**config.mk**
```make
export PLATFORM = sky130hd
export DESIGN_NAME = sfm_top
export DESIGN_NICKNAME = d
export VERILOG_FILES = /design/src/hw/sfm_top.v
export VERILOG_INCLUDE_DIRS = /design/src /design/src/common
export SDC_FILE = /design/constraint.sdc
export NUM_CORES = 2
export LEC_CHECK = 0
export BUFFER_PORTS_ARGS = -buffer_cell sky130_fd_sc_hd__buf_2
export CORE_AREA = 2 2 572 574
export CTS_BUF_LIST = sky130_fd_sc_hd__clkbuf_8 sky130_fd_sc_hd__clkbuf_16
export DETAILED_ROUTE_END_ITERATION = 7
export DIE_AREA = 0 0 574 576
export GPL_ROUTABILITY_DRIVEN = 1
export PLACE_DENSITY_LB_ADDON = 0.2
export SETUP_SLACK_MARGIN = 0.2
export SYNTH_ARGS = -nofsm -noshare
export SYNTH_HDL_FRONTEND = slang
export SYNTH_HIERARCHICAL = 1
export SYNTH_SLANG_ARGS = --single-unit
```
**constraint.sdc**
```tcl
create_clock -name i_clk_sys -period 5.6 [get_ports i_clk_sys]
set_clock_uncertainty 0.15 [all_clocks]
set_input_delay 0.56 -clock i_clk_sys [delete_from_list [all_inputs] [get_ports i_clk_sys]]
set_output_delay 0.56 -clock i_clk_sys [all_outputs]
set_load 0.01 [all_outputs]
```
**src/common/sfm_defines.vh**
```
/*
 * Constants for the sample buffer block: register addresses, field
 * positions, mode codes, depths and fixed status values.
 * Assumes it is included once per design file by its bare name.
 */
`ifndef SFM_DEFINES_VH
`define SFM_DEFINES_VH

// Register addresses (6-bit serial register space)
`define SFM_ADDR_ROUTE      6'h22
`define SFM_ADDR_ENABLE     6'h24
`define SFM_ADDR_OUT_FIRST  6'h28
`define SFM_ADDR_OUT_LAST   6'h2D
`define SFM_ADDR_MODE       6'h2E
`define SFM_ADDR_STATUS     6'h2F
`define SFM_ADDR_GEN_CFG    6'h30
`define SFM_ADDR_EVT_SRC    6'h31

// Field positions
`define SFM_BIT_BUF_EN      6
`define SFM_BIT_RT_OVR      1
`define SFM_BIT_RT_WTM      2
`define SFM_BIT_PICK        5
`define SFM_BIT_IA          6
`define SFM_BIT_CMD_RD      7
`define SFM_BIT_CMD_INC     6

// Buffer mode field codes
`define SFM_MODE_BYPASS     2'h0
`define SFM_MODE_FILL       2'h1
`define SFM_MODE_STREAM     2'h2
`define SFM_MODE_TRIG       2'h3

// Depth and fixed values
`define SFM_SLOTS           6'h20
`define SFM_FSS_FULL        5'h1F
`define SFM_STATUS_BYPASS   8'h20
`define SFM_IA_CLR_PERIODS  2'h2
`define SFM_SET_BITS        48

`endif

```
**src/hw/sfm_top.v**
```verilog
/*
 * Sample buffer with mode control: a 32-slot store of 6-byte sample sets
 * running bypass, fill-then-stop, circular and circular-until-trigger
 * modes, a serial register slave, and a staging FIFO on the sample path.
 * Assumes sample ticks, sample data and generator bits come from logic on
 * i_clk_sys; the serial pins come from outside and are synchronised here.
 */
`timescale 1ns/1ps
`include "sfm_defines.vh"

////////////////////////////////////////////////////////////////////////////
// Staging FIFO: valid/ready on both sides, count based full and empty
module sfm_stage_fifo #(
  parameter WIDTH = 48,
  parameter DEPTH = 16,
  parameter AW    = 4
) (
  input  wire             i_clk_sys,
  input  wire             i_rst_n,
  input  wire             i_in_valid,
  output wire             o_in_ready,
  input  wire [WIDTH-1:0] i_in_data,
  output wire             o_out_valid,
  input  wire             i_out_ready,
  output wire [WIDTH-1:0] o_out_data
);
  reg [WIDTH-1:0] mem [0:DEPTH-1];   // Storage words
  reg [AW-1:0]    wp;                // Write index
  reg [AW-1:0]    rp;                // Read index
  reg [AW:0]      cnt;               // Words held
  wire            push;
  wire            pop;

  assign o_in_ready  = (cnt != DEPTH[AW:0]);
  assign o_out_valid = (cnt != {(AW+1){1'b0}});
  assign o_out_data  = mem[rp];
  assign push = i_in_valid && o_in_ready;
  assign pop  = o_out_valid && i_out_ready;

  // Storage write; no reset needed for data
  always @(posedge i_clk_sys) begin
    if (push) begin
      mem[wp] <= i_in_data;
    end
  end

  // Pointers and occupancy
  always @(posedge i_clk_sys or negedge i_rst_n) begin
    if (!i_rst_n) begin
      wp  <= {AW{1'b0}};
      rp  <= {AW{1'b0}};
      cnt <= {(AW+1){1'b0}};
    end else begin
      if (push) begin
        wp <= (wp == DEPTH[AW-1:0] - 1'b1) ? {AW{1'b0}} : wp + 1'b1;
      end
      if (pop) begin
        rp <= (rp == DEPTH[AW-1:0] - 1'b1) ? {AW{1'b0}} : rp + 1'b1;
      end
      cnt <= cnt + {{AW{1'b0}}, push} - {{AW{1'b0}}, pop};
    end
  end
endmodule

////////////////////////////////////////////////////////////////////////////
// Summary of operation
// RL1 - Fill mode stores until 32, then holds
// RL2 - Enable alone freezes outputs at last set
// RL3 - Mode field picks bypass, fill, circular, trigger
// RL4 - Full fill mode status reads 0xDF
// RL5 - Overrun drives pin only when routed
// RL6 - Fill mode flags overrun at 32, stops until bypass
// RL7 - Readout oldest first, six bytes per set
// RL8 - Overrun flag clears after first set read
// RL9 - Bypass resets buffer; host bypasses before restart
// RL10 - Circular mode overwrites oldest once full
// RL11 - Host reads whole buffer within one period
// RL12 - Circular mode writes one set per tick
// RL13 - Read copies output, then shifts oldest in
// RL14 - Trigger mode circulates, freezes on trigger
// RL15 - Pick bit selects generator one or two
// RL16 - Trigger from active bit, routing irrelevant
// RL17 - Freeze needs active bit and overrun together
// RL18 - Level trigger; dropping bit resumes circulation
// RL19 - Source read clears active bit two ticks later
// RL20 - Full at trigger: one more set, then stop
// RL21 - Trigger before full: fill, then stop
// RL22 - Host should latch the trigger interrupt
// RL23 - Watermark flag when unread exceeds level
// RL24 - Bypass clears buffer, status reads 0x20
// RL25 - Count tracks unread sets both ways
// RL26 - Simultaneous write and read keep count
module sfm_top #(
  parameter STAGE_DEPTH = 16,
  parameter STAGE_AW    = 4
) (
  input  wire        i_clk_sys,
  input  wire        i_rst_n,
  input  wire        i_sample_rate_tick,
  input  wire        i_sample_valid,
  output wire        o_sample_ready,
  input  wire [47:0] i_sample_data,
  input  wire        i_gen1_event,
  input  wire        i_gen2_active,
  input  wire        i_spi_cs_n,
  input  wire        i_spi_sck,
  input  wire        i_spi_mosi,
  output reg         o_spi_miso,
  output reg         o_spi_miso_oe_n,
  output wire        o_event_pin_one
);
  ////////////////////////////////////////////////////////////////////////
  // Declarations
  reg  [47:0] mem [0:31];        // Sample set slots
  reg  [4:0]  wr_ptr;            // Next slot to write
  reg  [4:0]  rd_ptr;            // Oldest unread slot
  reg  [5:0]  unread_count;      // Unread sets, 0..32
  reg  [47:0] last_set;          // Output registers when nothing unread
  reg         fill_done;         // Fill mode reached full
  reg         frozen;            // Trigger mode stopped
  reg         post_taken;        // Extra post-trigger set already taken
  reg  [7:0]  route_reg;         // Pin routing bits
  reg  [7:0]  buffer_enable_control;
  reg  [7:0]  buffer_mode_control;
  reg  [7:0]  event_generator_config;
  reg         ia1;               // Latched active bit of generator one
  reg  [1:0]  ia_clr_cnt;        // Ticks left before the active bit drops
  reg         ia_clr_pend;       // Clear of the active bit pending
  // Serial slave state
  reg  [2:0]  cs_sy;             // cs_n synchroniser plus history
  reg  [2:0]  sck_sy;            // sck synchroniser plus edge history
  reg  [1:0]  mosi_sy;           // mosi synchroniser
  reg  [2:0]  bit_cnt;           // Bit within current byte
  reg  [7:0]  shift_in;          // Incoming byte
  reg  [7:0]  shift_out;         // Transmit byte
  reg         have_cmd;          // Command byte already taken
  reg         cmd_rd;            // Transfer is a read
  reg         cmd_inc;           // Auto-increment enabled
  reg  [5:0]  addr;              // Current register address
  reg         set_read_evt;      // Last output byte just read
  reg         src_read_evt;      // Event source register just read
  reg  [7:0]  rd_data;           // Register read mux
  reg  [5:0]  next_addr;         // Address after the current byte
  reg         wr;                // Append set
  reg         ovw;               // Overwrite oldest set
  reg         next_frozen;
  reg         next_post;
  wire [47:0] stg_data;
  wire        stg_valid;
  wire        tick_pop;
  wire        buf_en;
  wire [1:0]  buffer_mode_field;
  wire        source_pick_bit;
  wire [4:0]  watermark_level;
  wire        active;
  wire        full;
  wire        rd_set;
  wire        trig;
  wire        overrun_flag;
  wire        level_reached_flag;
  wire        empty_flag;
  wire [4:0]  fss;
  wire [7:0]  status;
  wire [47:0] view;
  wire        sck_rise;
  wire        sck_fall;
  wire        byte_done;
  wire [7:0]  byte_in;

  ////////////////////////////////////////////////////////////////////////
  // Staging FIFO: drained once per rate tick, so bursts from the source
  // are absorbed and a slow tick really back-pressures the source
  sfm_stage_fifo #(
    .WIDTH (`SFM_SET_BITS),
    .DEPTH (STAGE_DEPTH),
    .AW    (STAGE_AW)
  ) u_stage (
    .i_clk_sys   (i_clk_sys),
    .i_rst_n     (i_rst_n),
    .i_in_valid  (i_sample_valid),
    .o_in_ready  (o_sample_ready),
    .i_in_data   (i_sample_data),
    .o_out_valid (stg_valid),
    .i_out_ready (i_sample_rate_tick),
    .o_out_data  (stg_data)
  );
  assign tick_pop = i_sample_rate_tick && stg_valid;

  ////////////////////////////////////////////////////////////////////////
  // Field decode and status
  assign buf_en            = buffer_enable_control[`SFM_BIT_BUF_EN];
  assign buffer_mode_field = buffer_mode_control[7:6];                 // [RL3]
  assign source_pick_bit   = buffer_mode_control[`SFM_BIT_PICK];
  assign watermark_level   = buffer_mode_control[4:0];
  assign active = buf_en && (buffer_mode_field != `SFM_MODE_BYPASS);
  assign full   = (unread_count == `SFM_SLOTS);
  assign rd_set = set_read_evt && active && (unread_count != 6'h00);  // [RL13]
  // Source is the active bit, not the pin, so routing is irrelevant
  assign trig   = source_pick_bit ? i_gen2_active : ia1;              // [RL15] [RL16]
  assign overrun_flag       = full;                                    // [RL6] [RL8]
  assign level_reached_flag = (unread_count > {1'b0, watermark_level}); // [RL23]
  assign empty_flag = (unread_count == 6'h00);
  assign fss = full ? `SFM_FSS_FULL : unread_count[4:0];               // [RL25]
  // Bypass forces the fixed empty pattern [RL24]; full fill reads 0xDF [RL4]
  assign status = (buffer_mode_field == `SFM_MODE_BYPASS) ? `SFM_STATUS_BYPASS :
                  {level_reached_flag, overrun_flag, empty_flag, fss};
  // Output registers show the oldest unread set, else the last one loaded
  assign view = (active && !empty_flag) ? mem[rd_ptr] : last_set;      // [RL7] [RL2]
  assign o_event_pin_one = (route_reg[`SFM_BIT_RT_OVR] && overrun_flag) ||   // [RL5]
                           (route_reg[`SFM_BIT_RT_WTM] && level_reached_flag);

  ////////////////////////////////////////////////////////////////////////
  // Write decision per rate tick, by mode
  always @* begin
    wr          = 1'b0;
    ovw         = 1'b0;
    next_frozen = frozen;
    next_post   = post_taken;
    if (!trig) begin
      next_frozen = 1'b0;                                              // [RL18]
      next_post   = 1'b0;
    end
    if (active && tick_pop) begin
      case (buffer_mode_field)
        `SFM_MODE_FILL: begin
          // Once full, stays stopped until bypass
          if (!fill_done && !full) begin
            wr = 1'b1;                                                 // [RL1] [RL6]
          end
        end
        `SFM_MODE_STREAM: begin
          if (!full || rd_set) begin
            wr = 1'b1;                                                 // [RL12]
          end else begin
            ovw = 1'b1;                                                // [RL10]
          end
        end
        `SFM_MODE_TRIG: begin
          if (frozen && trig) begin
            wr = 1'b0;
          end else if (full && !rd_set && trig) begin
            // Both flags high: take one more set, then freeze      [RL17]
            if (post_taken) begin
              next_frozen = 1'b1;                                      // [RL14]
            end else begin
              ovw       = 1'b1;                                        // [RL20]
              next_post = 1'b1;
            end
          end else if (full && !rd_set) begin
            ovw = 1'b1;
          end else begin
            wr = 1'b1;
            // Trigger seen while filling: stop as soon as full   [RL21]
            if (trig) begin
              next_post = 1'b1;
            end
          end
        end
        default: wr = 1'b0;
      endcase
    end
  end

  ////////////////////////////////////////////////////////////////////////
  // Slot storage; an overwrite reuses the oldest slot in place
  always @(posedge i_clk_sys) begin
    if (wr || ovw) begin
      mem[wr_ptr] <= stg_data;
    end
  end

  ////////////////////////////////////////////////////////////////////////
  // Pointers, count and mode state
  always @(posedge i_clk_sys or negedge i_rst_n) begin
    if (!i_rst_n) begin
      wr_ptr       <= 5'h00;
      rd_ptr       <= 5'h00;
      unread_count <= 6'h00;
      last_set     <= 48'h0;
      fill_done    <= 1'b0;
      frozen       <= 1'b0;
      post_taken   <= 1'b0;
    end else if (buf_en && buffer_mode_field == `SFM_MODE_BYPASS) begin
      // Clears content, keeps outputs frozen                     [RL9] [RL24]
      wr_ptr       <= 5'h00;
      rd_ptr       <= 5'h00;
      unread_count <= 6'h00;
      fill_done    <= 1'b0;
      frozen       <= 1'b0;
      post_taken   <= 1'b0;
    end else begin
      frozen     <= next_frozen;
      post_taken <= next_post;
      if (wr || ovw) begin
        wr_ptr <= wr_ptr + 5'h01;
      end
      if (rd_set || ovw) begin
        rd_ptr <= rd_ptr + 5'h01;
      end
      // Write and read together cancel out                     [RL26] [RL25]
      unread_count <= unread_count + {5'h00, wr} - {5'h00, rd_set};
      if (active && buffer_mode_field == `SFM_MODE_FILL && full) begin
        fill_done <= 1'b1;                                             // [RL6]
      end
      if (rd_set) begin
        last_set <= mem[rd_ptr];                                       // [RL13]
      end else if (!buf_en && tick_pop) begin
        // Buffer off: output registers track the live sample
        last_set <= stg_data;
      end
    end
  end

  ////////////////////////////////////////////////////////////////////////
  // Generator one active bit: latched on event, dropped two ticks after
  // the source register is read. A new event wins over the clear.
  always @(posedge i_clk_sys or negedge i_rst_n) begin
    if (!i_rst_n) begin
      ia1         <= 1'b0;
      ia_clr_cnt  <= 2'h0;
      ia_clr_pend <= 1'b0;
    end else begin
      if (src_read_evt) begin
        ia_clr_pend <= 1'b1;
        ia_clr_cnt  <= `SFM_IA_CLR_PERIODS;                            // [RL19]
      end else if (ia_clr_pend && i_sample_rate_tick) begin
        if (ia_clr_cnt == 2'h1) begin
          ia_clr_pend <= 1'b0;
        end
        ia_clr_cnt <= ia_clr_cnt - 2'h1;
      end
      if (i_gen1_event) begin
        ia1 <= 1'b1;
      end else if (ia_clr_pend && i_sample_rate_tick && ia_clr_cnt == 2'h1) begin
        ia1 <= 1'b0;                                                   // [RL19]
      end
    end
  end

  ////////////////////////////////////////////////////////////////////////
  // Register read mux
  always @* begin
    case (addr)
      `SFM_ADDR_ROUTE:   rd_data = route_reg;
      `SFM_ADDR_ENABLE:  rd_data = buffer_enable_control;
      6'h28:             rd_data = view[7:0];
      6'h29:             rd_data = view[15:8];
      6'h2A:             rd_data = view[23:16];
      6'h2B:             rd_data = view[31:24];
      6'h2C:             rd_data = view[39:32];
      `SFM_ADDR_OUT_LAST: rd_data = view[47:40];
      `SFM_ADDR_MODE:    rd_data = buffer_mode_control;
      `SFM_ADDR_STATUS:  rd_data = status;
      `SFM_ADDR_GEN_CFG: rd_data = event_generator_config;
      `SFM_ADDR_EVT_SRC: rd_data = {1'b0, ia1, 6'h00};
      default:           rd_data = 8'h00;
    endcase
  end

  // Auto-increment wraps inside the output block for burst readout
  always @* begin
    if (addr == `SFM_ADDR_OUT_LAST) begin
      next_addr = `SFM_ADDR_OUT_FIRST;
    end else begin
      next_addr = addr + 6'h01;
    end
  end

  ////////////////////////////////////////////////////////////////////////
  // Serial pin synchronisers; logic reads the second stage, and the third for sck edges
  always @(posedge i_clk_sys or negedge i_rst_n) begin
    if (!i_rst_n) begin
      cs_sy   <= 3'h7;
      sck_sy  <= 3'h7;
      mosi_sy <= 2'h0;
    end else begin
      cs_sy   <= {cs_sy[1:0], i_spi_cs_n};
      sck_sy  <= {sck_sy[1:0], i_spi_sck};
      mosi_sy <= {mosi_sy[0], i_spi_mosi};
    end
  end
  assign sck_rise  = !cs_sy[1] && sck_sy[1] && !sck_sy[2];
  assign sck_fall  = !cs_sy[1] && !sck_sy[1] && sck_sy[2];
  assign byte_done = sck_rise && (bit_cnt == 3'h7);
  assign byte_in   = {shift_in[6:0], mosi_sy[1]};

  ////////////////////////////////////////////////////////////////////////
  // Serial slave: command byte, then data bytes. Each read byte is loaded
  // on its own first fall, so a byte the host never clocks has no effect.
  always @(posedge i_clk_sys or negedge i_rst_n) begin
    if (!i_rst_n) begin
      bit_cnt                <= 3'h0;
      shift_in               <= 8'h00;
      shift_out              <= 8'h00;
      have_cmd               <= 1'b0;
      cmd_rd                 <= 1'b0;
      cmd_inc                <= 1'b0;
      addr                   <= 6'h00;
      set_read_evt           <= 1'b0;
      src_read_evt           <= 1'b0;
      o_spi_miso             <= 1'b0;
      o_spi_miso_oe_n        <= 1'b1;
      route_reg              <= 8'h00;
      buffer_enable_control  <= 8'h00;
      buffer_mode_control    <= 8'h00;
      event_generator_config <= 8'h00;
    end else begin
      set_read_evt <= 1'b0;
      src_read_evt <= 1'b0;
      if (cs_sy[1]) begin
        // Deselected: abandon any partial byte, release the pin
        bit_cnt         <= 3'h0;
        have_cmd        <= 1'b0;
        o_spi_miso_oe_n <= 1'b1;
      end else begin
        if (sck_rise) begin
          shift_in <= byte_in;
          bit_cnt  <= bit_cnt + 3'h1;
        end
        if (byte_done && !have_cmd) begin
          have_cmd <= 1'b1;
          cmd_rd   <= byte_in[`SFM_BIT_CMD_RD];
          cmd_inc  <= byte_in[`SFM_BIT_CMD_INC];
          addr     <= byte_in[5:0];
        end else if (byte_done && cmd_rd) begin
          if (cmd_inc) begin
            addr <= next_addr;
          end
        end else if (byte_done) begin
          case (addr)
            `SFM_ADDR_ROUTE:   route_reg              <= byte_in;
            `SFM_ADDR_ENABLE:  buffer_enable_control  <= byte_in;
            `SFM_ADDR_MODE:    buffer_mode_control    <= byte_in;
            `SFM_ADDR_GEN_CFG: event_generator_config <= byte_in;
            default:           route_reg              <= route_reg;
          endcase
          if (cmd_inc) begin
            addr <= addr + 6'h01;
          end
        end
        if (sck_fall) begin
          o_spi_miso      <= shift_out[7];
          shift_out       <= {shift_out[6:0], 1'b0};
          o_spi_miso_oe_n <= !(have_cmd && cmd_rd);
          // First fall of a read byte copies the addressed register to the
          // transmit buffer; the last output byte then shifts a set [RL13]
          if (have_cmd && cmd_rd && bit_cnt == 3'h0) begin
            o_spi_miso   <= rd_data[7];
            shift_out    <= {rd_data[6:0], 1'b0};
            set_read_evt <= (addr == `SFM_ADDR_OUT_LAST);              // [RL8]
            src_read_evt <= (addr == `SFM_ADDR_EVT_SRC);                // [RL19]
          end
        end
      end
    end
  end
endmodule

```
==> results.py <==
metrics = {
    "floorplan": {
        "coreArea_mm2": 0.325,
        "die-area_mm2": 0.331,
        "chipHeight_um": 576,
        "io_pins": 61,
        "rows": 210,
        "start_util": 0.298,
        "die_width_um": 574,
    },
    "worst_setup_path": {
        "critPathKind": "reg2reg",
        "r2r_cells": 9,
        "r2r_slack_ps": 1370,
        "required_ps": 5950,
        "cp_data_arrival_time_ps": 4580,
        "end_kind": "flip-flop",
        "path_max_fanout": 14,
        "reg2reg_from": "u_stage/cnt[3]",
        "r2r-end": "mem[25][32]",
        "worstSetupStartpointType": "flip-flop",
    },
    "grt": {
        "grt_util_all_layers": 0.174,
        "grt_pass1_vias": 50900,
        "grt_max_degree": 138,
        "grt_pass1_wl_um": 411000,
        "antenna_found_initial": 20,
        "grt_overflow_total": 0,
    },
    "placed_design": {
        "hpwl_um": 167000,
        "portBuffers": 60,
        "dp_cells": 9257,
        "dp_slack_ps": 1380,
        "gp_congestion": 0.797,
    },
    "synthesis": {
        "synth_area_mm2": 0.0969,
        "synth_top_area_share": 0.714,
        "synthAdderAreaFrac": 0.00532,
        "synth.avg_cell_area_um2": 19.8,
        "synth-seq-cells": 2457,
        "synth_edf_count": 2304,
        "synth_fp_nets": 4995,
        "synth_top_family_by_area": "multiplexers",
        "synthXorXnorAreaFrac": 0.00172,
        "synth-seq-area-share": 0.753,
        "synth_mux_area_frac": 0.145,
        "netlist_instances": 4898,
        "yosysUniqueCellTypes": 91,
        "ys_top_cells_by_area": "edfxtp_1 71%, mux4_2 8.5%, mux2i_1 4.4%",
        "synth_compound_gate_area_share": 0.0489,
        "synth_simple_gate_area_frac": 0.0234,
        "ys.flop_type": "edfxtp_1",
        "synth_largest_area_cell": "edfxtp_1",
        "async_reset_ff_frac": 0.0623,
        "yosysWarnings": 6,
    },
    "finish": {
        "final_cell_mix": "2304 x edfxtp_1, 423 x mux2i_1, 367 x mux4_2, 275 x clkbuf_16, 247 x nand2_1",
        "reg_top3": "mem: 1536 flops, u_stage/mem: 768 flops, last_set: 48 flops",
        "instances_no_fill": 9790,
        "largest_reg_flops": 1536,
        "top_register": "mem",
        "drive_above_1_share": 0.221,
        "fill_cells": 30700,
        "finish.utilization": 0.346,
        "syn_to_final_growth_pct": 16.0,
        "final_common_cell": "edfxtp_1",
        "nets": 5336,
    },
    "clock_network": {
        "h-tree-depth": 5,
        "clockBufferDepth": 4,
        "cts.sinks": 2457,
        "path_clk_slew_ps": 60,
        "cts_buffers": 270,
        "cts_resized": 0,
        "clk_latency_ps": 860,
        "tritoncts": "done",
        "clockRootBuffer": "clkbuf_16",
    },
    "power": {
        "powerDensity_mw_per_mm2": 466,
        "irDropWorstVdd_mv": 0.362,
        "p_leak_nw": 35.6,
    },
    "route": {
        "ant_nets": 0,
        "wl_um": 294000,
        "drc": 0,
        "wl_per_cell_um": 30.0,
        "drt_iter0_drc": 5103,
        "vias": 50500,
        "drt_first_pass_iters": 6,
        "vias_per_cell": 5.15,
    },
    "timing": {
        "tightest_slew_ps": 1340,
        "fin_hold_ws_ps": 48.5,
        "finalMaxSlewViolations": 0,
        "setup_violations": 0,
        "setup_tns_ps": 0,
        "max_freq_mhz": 237,
        "rsz0062_at_grt": "no",
        "relSlewSlack": 0.0990,
        "min_period_over_period": 0.755,
        "hold_viol_final": 0,
        "min_period_ps": 4230,
        "fin_ws_ps": 1370,
    },
    "min_path": {
        "hp-class": "in2reg",
        "hold_depth": 4,
        "min_to": "post_taken",
        "min-delay-start": "i_gen2_active",
    },
    "flow_run": {
        "cap_violations": 0,
    },
    "outcome": {
        "status": "complete, no violations",
    },
}
-- power breakdown --
group          total [W]  switching (W)  internal (W)
registers         0.0250       0.000536        0.0245
clock network     0.0168        0.00729       0.00949
logic             0.0106        0.00785       0.00273
-- cells by family (layout without fill, tap and decap cells) --
kind of cell,Yosys count,count (layout)
other cells,0,7
fa+ha+maj,40,40
xor+xnor,19,19
buf+inv,325,864
flops,2457,2457
compound gates,668,668
simple gates,512,512
mux,877,877
-- metal layers --
metal / routed length, um / global-route usage / vias to the layer above / share of wire
met1: 132000 / 0.245 / 27500 / 0.45
li1: - / - / 21000 / -
met4: 6780 / 0.0417 / 22 / 0.023
met2: 140000 / 0.283 / 1586 / 0.48
met5: 148 / 0 / - / 0.00050
met3: 15500 / 0.0255 / 405 / 0.053
-- critical path, stage by stage (launching register included) --
cell and delay (ps):
dfrtp_1 370, inv_1 70, ha_1 180, or4b_4 280
nand2_1 160, nor2_1 280, a311o_1 480, nand2_1 560
nor2_4 860, buf_4 450
-- metrics by stage --
stage	cell area, um2	total power, W
finish	112000	0.0524
global route	112000	0.0542
CTS	112000	0.0529
detailed placement	104000	0.0360
global placement	104000	0.0359
floorplan	96900	0.0307
-- timing repair --
| action | 4_1_cts | 5_1_grt |
|---|---|---|
| hold endpoints to repair | 897 | 0 |
| hold buffers | 56 | 0 |
| buffers inserted | 0 | 0 |
-- how the worst max path moves through the flow --
stage	from	to
detailed placement	u_stage/cnt[3]	mem[25][11]
floorplan	u_stage/cnt[2]	u_stage/mem[0][0]
CTS	u_stage/cnt[3]	mem[25][32]
global route	u_stage/cnt[3]	mem[25][32]
global placement	u_stage/cnt[3]	mem[25][6]
finish	u_stage/cnt[3]	mem[25][32]
-- synth_stat cells (10+ instances only) --
master	count
buf_4	12
a32oi_1	67
o21ai_0	56
nor2_1	126
buf_2	76
nor2b_1	10
a22oi_1	106
buf_8	26
nand3_1	32
o211ai_1	10
mux4_2	367
a221oi_1	57
inv_1	41
nor3_1	16
a222oi_1	12
xnor2_1	13
and3_1	19
and2_1	11
clkbuf_1	99
dfrtp_1	147
edfxtp_1	2304
o221ai_1	22
o21ai_1	53
nand2_1	247
o22ai_1	43
mux2i_1	423
buf_6	37
buf_1	16
mux2_2	44
a21oi_1	103
a31oi_1	36
mux4_1	41
ha_1	38
buf_12	11
a211oi_1	13
a211o_1	23
-- cell type report --
| type | count | area, um2 | area share |
|---|---|---|---|
| Antenna cell | 7 | 17.5 | 0.000156 |
| Clock buffer | 276 | 6900 | 0.0613 |
| Clock inverter | 194 | 1280 | 0.0114 |
| Inverter | 44 | 169 | 0.00150 |
| Multi-Input combinational cell | 2116 | 22400 | 0.199 |
| Sequential cell | 2457 | 73100 | 0.649 |
| Tap cell | 4346 | 5440 | 0.0483 |
| Timing Repair Buffer | 350 | 3200 | 0.0285 |
No activity file was read; power rests on OpenSTA's default activity.
